File: src/sarx_pkg.sv
package sarx_pkg;
    // register indexes on the plain port
    localparam logic [3:0]  REG_CTRL_IDX   = 4'h0;
    localparam logic [3:0]  REG_STAT_IDX   = 4'h1;
    localparam logic [23:0] CTRL_RESET     = 24'h00_0000;
    // control field positions
    localparam int PM_LSB      = 0;
    localparam int PM_W        = 8;
    localparam int PSR_BIT     = 8;
    localparam int DC_LSB      = 9;
    localparam int DC_W        = 5;
    localparam int FP_LSB      = 14;
    localparam int FP_W        = 4;
    localparam int CKP_BIT     = 18;
    localparam int FSP_BIT     = 19;
    localparam int HCKP_BIT    = 20;
    localparam int CKD_BIT     = 21;
    localparam int FSD_BIT     = 22;
    localparam int HCKD_BIT    = 23;
    // fixed prescaler stage
    localparam logic [2:0]  DIV8_LAST      = 3'h7;
    // pin slots in the synchroniser vector
    localparam int PIN_BCK     = 0;
    localparam int PIN_FS      = 1;
    localparam int PIN_HF      = 2;
endpackage

File: src/sarx_clkgen.sv
// The register offsets and the plain strobed port were decided locally.
`timescale 1ns/1ps
// Contract
// - hardware and software reset clear the whole clock control register.
// - prescale modulus field divides by value plus one, 1 to 256.
// - generated bit clock drives the pin and clocks the shift registers.
// - range bit set bypasses fixed divide-by-eight, cleared inserts it.
// - internal bit clock never faster than a quarter of oscillator.
// - frame divider gives words per frame minus one in network mode.
// - network mode with divider zero selects on-demand, no frame sync.
// - normal mode divider sets word rate; zero means every word framed.
// - high-frequency divider divides by field plus one, 1 to 16.
// - bit clock polarity picks launch and frame sync capture edges.
// - frame sync polarity bit selects active high or active low.
// - high-frequency polarity picks edges like the bit clock polarity.
// - async bit clock direction set drives pin, cleared takes pin input.
// - sync mode bit clock pin is output or input flag zero.
// - async frame sync direction set drives pin, cleared takes pin.
// - sync frame sync pin is flag one or buffer enable, or input flag.
// - async high-frequency direction set drives pin, cleared takes pin.
// - sync high-frequency pin is output or input flag two.
// - frame sync length bit picks word-long or one-bit-long sync.
module sarx_clkgen
    import sarx_pkg::*;
#(
    parameter int SLOT_W = 5
)(
    // clock and reset
    input  wire logic              mclk,
    input  wire logic              reset_n,
    input  wire logic              clk_en,
    input  wire logic              sw_reset,
    // register port
    input  wire logic [3:0]        reg_addr,
    input  wire logic [23:0]       reg_wdata,
    input  wire logic              reg_wr,
    input  wire logic              reg_rd,
    output logic      [23:0]       reg_rdata,
    // mode inputs from the rest of the port
    input  wire logic              synchronous_mode_select,
    input  wire logic              tx_buffer_enable_select,
    input  wire logic              network_mode,
    input  wire logic              frame_sync_length,
    input  wire logic [SLOT_W-1:0] slot_bits_m1,
    input  wire logic              output_flag_zero,
    input  wire logic              output_flag_one,
    input  wire logic              output_flag_two,
    input  wire logic              tx_buffer_enable,
    // bit clock pin
    input  wire logic              rx_bit_clock_pin_in,
    output logic                   rx_bit_clock_pin_out,
    output logic                   rx_bit_clock_pin_oe,
    // frame sync pin
    input  wire logic              rx_frame_sync_pin_in,
    output logic                   rx_frame_sync_pin_out,
    output logic                   rx_frame_sync_pin_oe,
    // high-frequency clock pin
    input  wire logic              rx_hf_clock_pin_in,
    output logic                   rx_hf_clock_pin_out,
    output logic                   rx_hf_clock_pin_oe,
    // toward the receive shift registers
    output logic                   rx_shift_clk,
    output logic                   rx_launch,
    output logic                   rx_capture,
    output logic                   rx_frame_start,
    output logic                   input_flag_zero,
    output logic                   input_flag_one,
    output logic                   input_flag_two
);

    logic [23:0]       ctrl_r;
    logic [2:0]        sync1_r;
    logic [2:0]        sync2_r;
    logic              hf_prev_r;
    logic              bck_prev_r;
    logic [2:0]        div8_r;
    logic [7:0]        pre_r;
    logic              hf_int_r;
    logic [3:0]        hfd_r;
    logic              bit_tick_r;
    logic              bck_int_r;
    logic [SLOT_W-1:0] bit_r;
    logic [4:0]        word_r;
    logic              fs_act_r;
    logic              fs_seen_r;

    // a count left above a newly written limit wraps at the next step
    // instead of running round its whole range first
    function automatic logic at_limit(input logic [7:0] count,
                                      input logic [7:0] limit);
        return count >= limit;
    endfunction

    // edge of a sampled level, falling when fall_sel is high
    function automatic logic edge_of(input logic prev,
                                     input logic level,
                                     input logic fall_sel);
        return fall_sel ? (prev & ~level) : (~prev & level);
    endfunction

    // control fields
    wire [7:0] prescale_modulus        = ctrl_r[PM_LSB +: PM_W];
    wire       rx_prescaler_range      = ctrl_r[PSR_BIT];
    wire [4:0] rx_frame_rate_divider   = ctrl_r[DC_LSB +: DC_W];
    wire [3:0] rx_hf_clock_divider     = ctrl_r[FP_LSB +: FP_W];
    wire       rx_bit_clock_polarity   = ctrl_r[CKP_BIT];
    wire       rx_frame_sync_polarity  = ctrl_r[FSP_BIT];
    wire       rx_hf_clock_polarity    = ctrl_r[HCKP_BIT];
    wire       rx_bit_clock_direction  = ctrl_r[CKD_BIT];
    wire       rx_frame_sync_direction = ctrl_r[FSD_BIT];
    wire       rx_hf_clock_direction   = ctrl_r[HCKD_BIT];
    wire       sync_mode               = synchronous_mode_select;

    // register decode
    wire sel_ctrl = (reg_addr == REG_CTRL_IDX);
    wire sel_stat = (reg_addr == REG_STAT_IDX);
    wire [23:0] stat_word = {11'h000, word_r, fs_act_r, bck_int_r,
                             hf_int_r, sync2_r, 2'b00};
    wire [23:0] rdata_nxt = !reg_rd   ? 24'h00_0000 :
                            sel_ctrl  ? ctrl_r :
                            sel_stat  ? stat_word : 24'h00_0000;

    // synchronised pin levels
    wire bck_pin = sync2_r[PIN_BCK];
    wire fs_pin  = sync2_r[PIN_FS];
    wire hf_pin  = sync2_r[PIN_HF];

    wire tick8 = rx_prescaler_range | (div8_r == DIV8_LAST);
    // prescaler wraps at modulus, ratio modulus plus one
    wire pre_tick = tick8 && at_limit(pre_r, prescale_modulus);

    // external hf source only when async mode leaves the pin as input
    wire hf_ext = !sync_mode && !rx_hf_clock_direction;
    // hf polarity picks the counted external edge
    wire hf_edge = edge_of(hf_prev_r, hf_pin, rx_hf_clock_polarity);
    // hf clock tapped before the final divider
    wire hf_src_tick = hf_ext ? hf_edge : pre_tick;
    // high-frequency divider, ratio field plus one
    wire hfd_wrap = hf_src_tick &&
                    at_limit(8'(hfd_r), 8'(rx_hf_clock_divider));
    // no two ticks in a row, half period at least two cycles
    wire bit_tick_nxt = hfd_wrap && !bit_tick_r;

    // async direction cleared takes bit clock from the pin
    wire bck_ext = !sync_mode && !rx_bit_clock_direction;
    // one bit clock for pin and shift registers
    wire bck_use = bck_ext ? bck_pin : bck_int_r;
    // polarity swaps launch and capture edges
    wire launch  = edge_of(bck_prev_r, bck_use, rx_bit_clock_polarity);
    wire capture = edge_of(bck_prev_r, bck_use, !rx_bit_clock_polarity);

    // word and frame counters, advanced on the launch edge
    wire bit_last  = at_limit(8'(bit_r), 8'(slot_bits_m1));
    wire word_last = at_limit(8'(word_r), 8'(rx_frame_rate_divider));
    wire [SLOT_W-1:0] bit_nxt =
        bit_last ? '0 : SLOT_W'(bit_r + 1'b1);
    // frame divider counts words per frame minus one
    // divider zero wraps every word, continuous framing
    wire [4:0] word_nxt = !bit_last ? word_r :
                          word_last ? 5'h00 : 5'(word_r + 1'b1);
    // network mode with divider zero is on-demand
    wire on_demand = network_mode && (rx_frame_rate_divider == 5'h00);
    // one-bit sync or whole first word
    wire fs_act_nxt = !on_demand && (word_nxt == 5'h00) &&
                      (!frame_sync_length || bit_nxt == '0);

    // internal or external frame sync source
    wire fs_int = !sync_mode && rx_frame_sync_direction;
    // polarity bit maps active level to the pin
    wire fs_level = fs_int ? fs_act_r
                           : (fs_pin ^ rx_frame_sync_polarity);
    // frame sync sampled on the capture edge
    wire frame_start_nxt = capture && fs_level && !fs_seen_r;

    // pin drive, async and sync mode
    // bit clock driven when direction set
    // sync mode bit clock pin carries flag zero
    wire bck_oe_nxt  = rx_bit_clock_direction;
    wire bck_out_nxt = sync_mode ? output_flag_zero : bck_int_r;
    // sync frame pin, flag one or buffer enable
    wire fs_oe_nxt   = rx_frame_sync_direction;
    wire fs_out_nxt  = !sync_mode ? (fs_act_r ^ rx_frame_sync_polarity) :
                       tx_buffer_enable_select ? tx_buffer_enable :
                       output_flag_one;
    // hf clock driven when direction set
    // sync mode hf pin carries flag two
    wire hf_oe_nxt   = rx_hf_clock_direction;
    wire hf_out_nxt  = sync_mode ? output_flag_two
                                 : (hf_int_r ^ rx_hf_clock_polarity);
    // sync mode with direction cleared reads the pin as an input flag
    wire iflag1_nxt = (sync_mode && !rx_frame_sync_direction) ? fs_pin
                                                              : 1'b0;
    wire iflag0_nxt = (sync_mode && !rx_bit_clock_direction) ? bck_pin
                                                             : 1'b0;
    wire iflag2_nxt = (sync_mode && !rx_hf_clock_direction) ? hf_pin
                                                            : 1'b0;

    // control register
    always_ff @(posedge mclk)
    begin
        if (!reset_n)
            ctrl_r <= CTRL_RESET;
        else if (clk_en && sw_reset)
            ctrl_r <= CTRL_RESET;
        else if (clk_en && reg_wr && sel_ctrl)
            ctrl_r <= reg_wdata;
    end

    always_ff @(posedge mclk)
    begin
        if (!reset_n)
            reg_rdata <= 24'h00_0000;
        else if (clk_en)
            reg_rdata <= rdata_nxt;
    end

    // pin synchronisers, first stage read only by the second
    always_ff @(posedge mclk)
    begin
        if (!reset_n)
        begin
            sync1_r <= 3'h0;
            sync2_r <= 3'h0;
        end
        else if (clk_en)
        begin
            sync1_r <= {rx_hf_clock_pin_in, rx_frame_sync_pin_in,
                        rx_bit_clock_pin_in};
            sync2_r <= sync1_r;
        end
    end

    // divider chain
    always_ff @(posedge mclk)
    begin
        if (!reset_n)
        begin
            div8_r     <= 3'h0;
            pre_r      <= 8'h00;
            hf_int_r   <= 1'b0;
            hfd_r      <= 4'h0;
            bit_tick_r <= 1'b0;
            bck_int_r  <= 1'b0;
            hf_prev_r  <= 1'b0;
        end
        else if (clk_en)
        begin
            div8_r    <= rx_prescaler_range ? 3'h0 : 3'(div8_r + 1'b1);
            hf_prev_r <= hf_pin;
            if (tick8)
                pre_r <= pre_tick ? 8'h00 : 8'(pre_r + 1'b1);
            if (pre_tick)
                hf_int_r <= ~hf_int_r;
            if (hf_src_tick)
                hfd_r <= hfd_wrap ? 4'h0 : 4'(hfd_r + 1'b1);
            bit_tick_r <= bit_tick_nxt;
            if (bit_tick_nxt)
                bck_int_r <= ~bck_int_r;
        end
    end

    // frame sync generator and capture
    always_ff @(posedge mclk)
    begin
        if (!reset_n)
        begin
            bck_prev_r <= 1'b0;
            bit_r      <= '0;
            word_r     <= 5'h00;
            fs_act_r   <= 1'b0;
            fs_seen_r  <= 1'b0;
        end
        else if (clk_en)
        begin
            bck_prev_r <= bck_use;
            if (launch)
            begin
                bit_r    <= bit_nxt;
                word_r   <= word_nxt;
                fs_act_r <= fs_act_nxt;
            end
            if (capture)
                fs_seen_r <= fs_level;
        end
    end

    // pin drivers, registered so no pin sees a decode glitch
    always_ff @(posedge mclk)
    begin
        if (!reset_n)
        begin
            rx_bit_clock_pin_out  <= 1'b0;
            rx_bit_clock_pin_oe   <= 1'b0;
            rx_frame_sync_pin_out <= 1'b0;
            rx_frame_sync_pin_oe  <= 1'b0;
            rx_hf_clock_pin_out   <= 1'b0;
            rx_hf_clock_pin_oe    <= 1'b0;
        end
        else if (clk_en)
        begin
            rx_bit_clock_pin_out  <= bck_out_nxt;
            rx_bit_clock_pin_oe   <= bck_oe_nxt;
            rx_frame_sync_pin_out <= fs_out_nxt;
            rx_frame_sync_pin_oe  <= fs_oe_nxt;
            rx_hf_clock_pin_out   <= hf_out_nxt;
            rx_hf_clock_pin_oe    <= hf_oe_nxt;
        end
    end

    // strobes toward the receive shift registers
    always_ff @(posedge mclk)
    begin
        if (!reset_n)
        begin
            rx_shift_clk          <= 1'b0;
            rx_launch             <= 1'b0;
            rx_capture            <= 1'b0;
            rx_frame_start        <= 1'b0;
        end
        else if (clk_en)
        begin
            rx_shift_clk          <= bck_use;
            rx_launch             <= launch;
            rx_capture            <= capture;
            rx_frame_start        <= frame_start_nxt;
        end
    end

    // input flags of synchronous mode
    always_ff @(posedge mclk)
    begin
        if (!reset_n)
        begin
            input_flag_zero       <= 1'b0;
            input_flag_one        <= 1'b0;
            input_flag_two        <= 1'b0;
        end
        else if (clk_en)
        begin
            input_flag_zero       <= iflag0_nxt;
            input_flag_one        <= iflag1_nxt;
            input_flag_two        <= iflag2_nxt;
        end
    end

endmodule // sarx_clkgen

File: config.mk
export PLATFORM = sky130hd
export DESIGN_NAME = sarx_clkgen
export DESIGN_NICKNAME = d
export VERILOG_FILES = /design/src/sarx_pkg.sv /design/src/sarx_clkgen.sv
export SDC_FILE = /design/constraint.sdc
export NUM_CORES = 1
export LEC_CHECK = 0
export BUFFER_PORTS_ARGS = -buffer_cell sky130_fd_sc_hd__buf_4
export CORE_MARGIN = 1
export CORE_UTILIZATION = 45
export CTS_BUF_LIST = sky130_fd_sc_hd__clkbuf_8
export CTS_CLUSTER_DIAMETER = 80
export DETAILED_ROUTE_END_ITERATION = 12
export GPL_TIMING_DRIVEN = 1
export PLACE_DENSITY = 0.7
export REMOVE_ABC_BUFFERS = 1
export SETUP_SLACK_MARGIN = 0.1
export SYNTH_ARGS = -nofsm -noshare
export SYNTH_HDL_FRONTEND = slang
export SYNTH_SLANG_ARGS = --single-unit
File: constraint.sdc
create_clock -name mclk -period 5.65 [get_ports mclk]
set_clock_uncertainty 0.05 [all_clocks]
set_input_delay 0.2825 -clock mclk [delete_from_list [all_inputs] [get_ports mclk]]
set_output_delay 0.2825 -clock mclk [all_outputs]
set_load 0.01 [all_outputs]
-- After elaboration in Yosys (flattened, before gate mapping)
Index checks and enable logic that the tools add are counted.
Widths: inputs -> output; s select.
- register bits: 98
- input bits: 50
- output and inout bits: 37
- add/sub/neg operators: 5
- order comparisons: 4
- equal/unequal tests: 2
- muxes and demuxes: 22
- bitwise gates (word level): 15
- reductions and logical operators: 37
- operator list (operator ; number):
    $mux 24 ; 2
    $logic_and 1x1->1 ; 17
    $logic_not 5->1 ; 3
    $mux 5 ; 3
    $mux 1 ; 13
    $mux 13 ; 1
    $reduce_and 2->1 ; 6
    $add 5x1->5 const B ; 2
    $ge 5x5->1 ; 2
    $add 8x1->8 const B ; 1
    $ge 8x8->1 ; 1
    $logic_not 1->1 ; 8
    $mux 8 ; 1
    $not 1->1 ; 7
    $add 4x1->4 const B ; 1
    $and 1x1->1 ; 4
    $eq 4x1->1 const B ; 1
    $ge 4x4->1 ; 1
    $logic_not 4->1 ; 1
    $mux 4 ; 1
    $add 3x1->3 const B ; 1
    $eq 3x3->1 const B ; 1
    $mux 3 ; 1
    $xor 1x1->1 ; 3
    3 further kinds ; 3

-- Depth between registers and ports, before layout
- word-level depth: 8
- gate-level depth with buffers: 8
- gate-level depth less buffers: 8

-- Least setup slack after synthesis
Ideal clock, no wire load.
- kind: reg2reg
- start: register word_r[0]
- end: register word_r[2]
- data arrival time: 1898 ps
- data required time: 5530 ps
- slack: 3632 ps
- stages on the path, launching flop included: 9
- buffers on the path: 0
- clock period less this slack: 2018 ps
- path through: dfxtp_1 > inv_1 > ha_1 > nand2b_1 > a211oi_1 > o21a_1 > nand3_2 > or3b_1 > a21oi_1
- word-level cells in the longest chain between the ends: 3
- RTL lines (what ; RTL line ; text):
    from (decl) ; sarx_clkgen.sv:83 ; logic [4:0] word_r;
    from (signal assigned) ; sarx_clkgen.sv:279 ; word_r <= word_nxt;
    $add 5x1->5 / $ge 5x5->1 (equally long branches) ; sarx_clkgen.sv:160, sarx_clkgen.sv:91 ;
    $mux 5 (*) ; sarx_clkgen.sv:160 ; word_last ? 5'h00 : 5'(word_r + 1'b1);
    $mux 5 (*) ; sarx_clkgen.sv:159 ; wire [4:0] word_nxt = !bit_last ? word_r :
Every way passes the cells marked *; elsewhere a longest branch is shown, timed or not.
A chain may end at the register's enable or synchronous reset.

==> implementation parameters <==
Parameter                              Value

Power
  Leakage power summed over all cells    0.00221 uW
  Worst supply voltage drop on vdd    159 uV
  Switching power as a share of total power    24.8%
  Switching Power    314 uW
  Portion of total power attributed to the clock network    37.6%
  Power per cell area    228 nW/um2
  Internal power    950 uW
  Portion of total power attributed to combinational logic    6.9%
  Final Power    1260 uW
  Power share of the sequential group    55.6%

Timing
  Final Hold Violating Endpoints    0
  RSZ-0062 raised after global routing    false
  Final setup violating endpoints    0
  Slew Limit Fails    0
  Worst hold slack across all endpoints    0.109 ns
  Achievable frequency    402 MHz
  Clock period minus worst slack    2.49 ns
  Period Utilization, post-route    44.1%
  Slew Limit Headroom    29.4%
  Actual slew at the worst max-slew pin    1.05 ns
  Total negative slack for setup checks    0 ns

Worst hold path
  Hold WC Path Type    input port to register
  Min-delay src    reg_wdata[1]
  Worst hold stages    3

Layout
  Synthesis-to-layout area growth    20.8%
  Total inserted antenna cells    0
  Layout filler cell count    913
  Layout net count    691
  Final core area utilization    56.5%
  Share of layout cells above drive strength 1    18.6%

Clock tree
  Insertion delay of the later-clocked pin in the worst-skew pair    0.36 ns
  Cts bufs inserted    9
  Level count of the clock H-tree    3
  Reg clk slew, reported paths    0.11 ns
  Root cell of the clock tree    sky130_fd_sc_hd__clkbuf_8
  Resized Gates After CTS    0
  Buffer count from post-CTS setup fixing    0
  CTS tree    yes
  Count of hold buffers inserted by post-cts repair    0
  Clock sinks    98
  Number of buffers between clock root and the deepest sink    2

Route
  Detailed-router iteration count before antenna repair    6
  Avg WL per Cell    14.8 um
  Vias after detailed routing    4080
  Iter 0 DRT Violations    193
  Detailed-route wire length    11100 um
  Average vias per placed instance    5.43
  Final routed DRC violation total    0
  Post-DRT Antenna Nets    0

Floorplanning
  Number of placement rows    36
  Std-Cell Core Area    9820 um2
  Vertical die dimension    103 um
  Area of the die    10600 um2
  Number of I/O pins    87
  Width of the die    103 um
  Effective utilization at floorplan    46.8%

GRT
  Total grt overflow    0
  First-pass GRT wire length    18100 um
  GRT Resource Usage Total    22.0%
  Pin count of the biggest net entering global routing    44
  Number of global-route vias before repair    3779
  Antenna violations before repair    0

Synthesis
  Biggest area consumer among synthesized cells    sky130_fd_sc_hd__dfxtp_1
  Post-synth EDFFs    0
  Async set or reset register ratio after synthesis    0%
  Most used DFF post-synth    sky130_fd_sc_hd__dfxtp_1
  Synth top area share    42.7%
  FF+latch count, synth    98
  Number of distinct library cell variants in the gate-level netlist after synthesis    58
  Mapped Avg Cell Area    8.56 um2
  Sequential-to-total area share from yosys stat    42.7%
  Warnings from Yosys    0
  Top cells by area in the synthesized netlist    sky130_fd_sc_hd__dfxtp_1, sky130_fd_sc_hd__ha_1, sky130_fd_sc_hd__nand2_1
  Area of the mapped netlist    4600 um2
  Number of standard cells after synthesis    537

Placement
  Post-detail-place hpwl    7830 um
  Global placer's final weighted congestion    0.885
  Count of port buffers added during placement    86

Setup path
  Crit path required time    5.88 ns
  Startpoint-to-endpoint class of the critical path    input port to register
  Setup slack of the most critical reg-to-reg path    3.24 ns
  Standard cell with the maximum stage delay on the critical path    sky130_fd_sc_hd__clkinv_1
  Critical-path maximum fanout    36
  Cell breakdown of the critical path    buf_4 -> clkinv_1 -> nor3_2 -> buf_4 -> a222oi_1 -> nor2_1
  Crit start category    input port
  Origin of the critical flop-to-flop path    pre_r[0]
  Critical Path AT    2.72 ns
  Largest stage delay on the critical path    0.94 ns
  Endpoint kind of the worst setup timing path    register
  Launching instance or port of the critical path    clk_en
  Destination of the critical timing path    reg_rdata[10]
  Critical path's most frequent cell    sky130_fd_sc_hd__buf_4
  Destination of the worst register-to-register timing path    pre_r[2]
  Count of cells along the worst register-to-register path    8

Outcome
  Result of the run    finished, final reports clean

Job
  MaxCap Viol Count    0
## placed cells by master, fill, tap and decap left out, types with 6 or more instances in the layout
cell / count
sky130_fd_sc_hd__nand2b_1: 6
sky130_fd_sc_hd__nor2_1: 58
sky130_fd_sc_hd__a222oi_1: 11
sky130_fd_sc_hd__o21ai_0: 11
sky130_fd_sc_hd__clkbuf_8: 9
sky130_fd_sc_hd__a22oi_1: 15
sky130_fd_sc_hd__a21o_1: 8
sky130_fd_sc_hd__inv_1: 26
sky130_fd_sc_hd__a21oi_1: 56
sky130_fd_sc_hd__nand2_1: 75
sky130_fd_sc_hd__ha_1: 28
sky130_fd_sc_hd__mux2i_1: 16
sky130_fd_sc_hd__buf_4: 89
sky130_fd_sc_hd__xor2_1: 7
sky130_fd_sc_hd__dfxtp_1: 98
sky130_fd_sc_hd__nand3_1: 11
## state kept, by name (all words and copies together), names as in the netlist, 3 cells and up
| name | flops |
|---|---|
| ctrl_r | 24 |
| reg_rdata | 24 |
| pre_r | 8 |
| bit_r | 5 |
| word_r | 5 |
| hfd_r | 4 |
| div8_r | 3 |
| sync1_r | 3 |
| sync2_r | 3 |
## per-layer routing
metal	track usage, %	part of all wire (%)	vias up
met5	0	0	-
met1	30.2	48	1898
met3	3.32	5.4	11
met2	36.1	45	116
li1	-	-	2055
met4	5.74	0.99	0
## layout make-up
class                   count  area (um2)  share of cell area, %
clock buffers               9         124                   2.23
repair buffers             89         668                   12.0
flip-flops and latches     98        1960                   35.3
inverters                  28         105                   1.89
clock inverters             7        83.8                   1.51
well taps                 133         166                   3.00
multi-input cells         387        2440                   44.0
## critical path, delay by kind of cell
family	cells	cell delay, ns
buffers and inverters	3	1.62
AOI/OAI and AO/OA	1	0.14
and+or+nand+nor	2	0.65
## power by group through the flow
stage / clock network, uW / logic, uW / registers (uW)
6_report: 475 / 86.7 / 703
5_1_grt: 510 / 96.0 / 704
4_1_cts: 486 / 87.3 / 703
3_5_place_dp: 0 / 86.9 / 719
3_3_place_gp: 0 / 84.8 / 718
2_1_floorplan: 0 / 36.4 / 718
## worst min-delay path by stage
stage | endpoint | slack [ns]
2_1_floorplan | bck_prev_r | 0.33
3_3_place_gp | fs_seen_r | 0.39
3_5_place_dp | fs_seen_r | 0.40
4_1_cts | ctrl_r[0] | 0.1
5_1_grt | ctrl_r[1] | 0.1
6_report | ctrl_r[1] | 0.11
## cells in the mapped netlist, drive strengths merged (3+ instances only)
master / n
dfxtp: 98
nand2: 76
nor2: 58
a21oi: 56
ha: 28
inv: 26
clkbuf: 22
o21ai: 17
mux2i: 16
a22oi: 15
nand3: 12
a222oi: 11
a21o: 8
o21a: 7
xor2: 7
nand2b: 6
a211oi: 5
nand4: 5
nand4b: 5
nor3: 5
o211ai: 5
and2: 4
and3: 4
and3b: 3
and4: 3
xnor2: 3
## stage by stage
| stage | cells | area, um2 | worst slack (ns) |
|---|---|---|---|
| floorplan | 513 | 4500 | 2.95 |
| finish | 751 | 5550 | 3.16 |
| CTS | 751 | 5550 | 3.17 |
| global placement | 735 | 5340 | 2.93 |
| detailed placement | 735 | 5340 | 2.79 |
| global route | 751 | 5550 | 2.91 |
## cells by family after synthesis
kind of cell / share of synthesized area (%)
AO/OA/AOI/OAI: 20.0
buffers and inverters: 4.27
XOR/XNOR: 1.91
multiplexers: 3.48
AND/OR/NAND/NOR: 20.0
flip-flops: 42.7
adder cells (fa/ha/maj): 7.62
(Power assumes the default switching activity.)
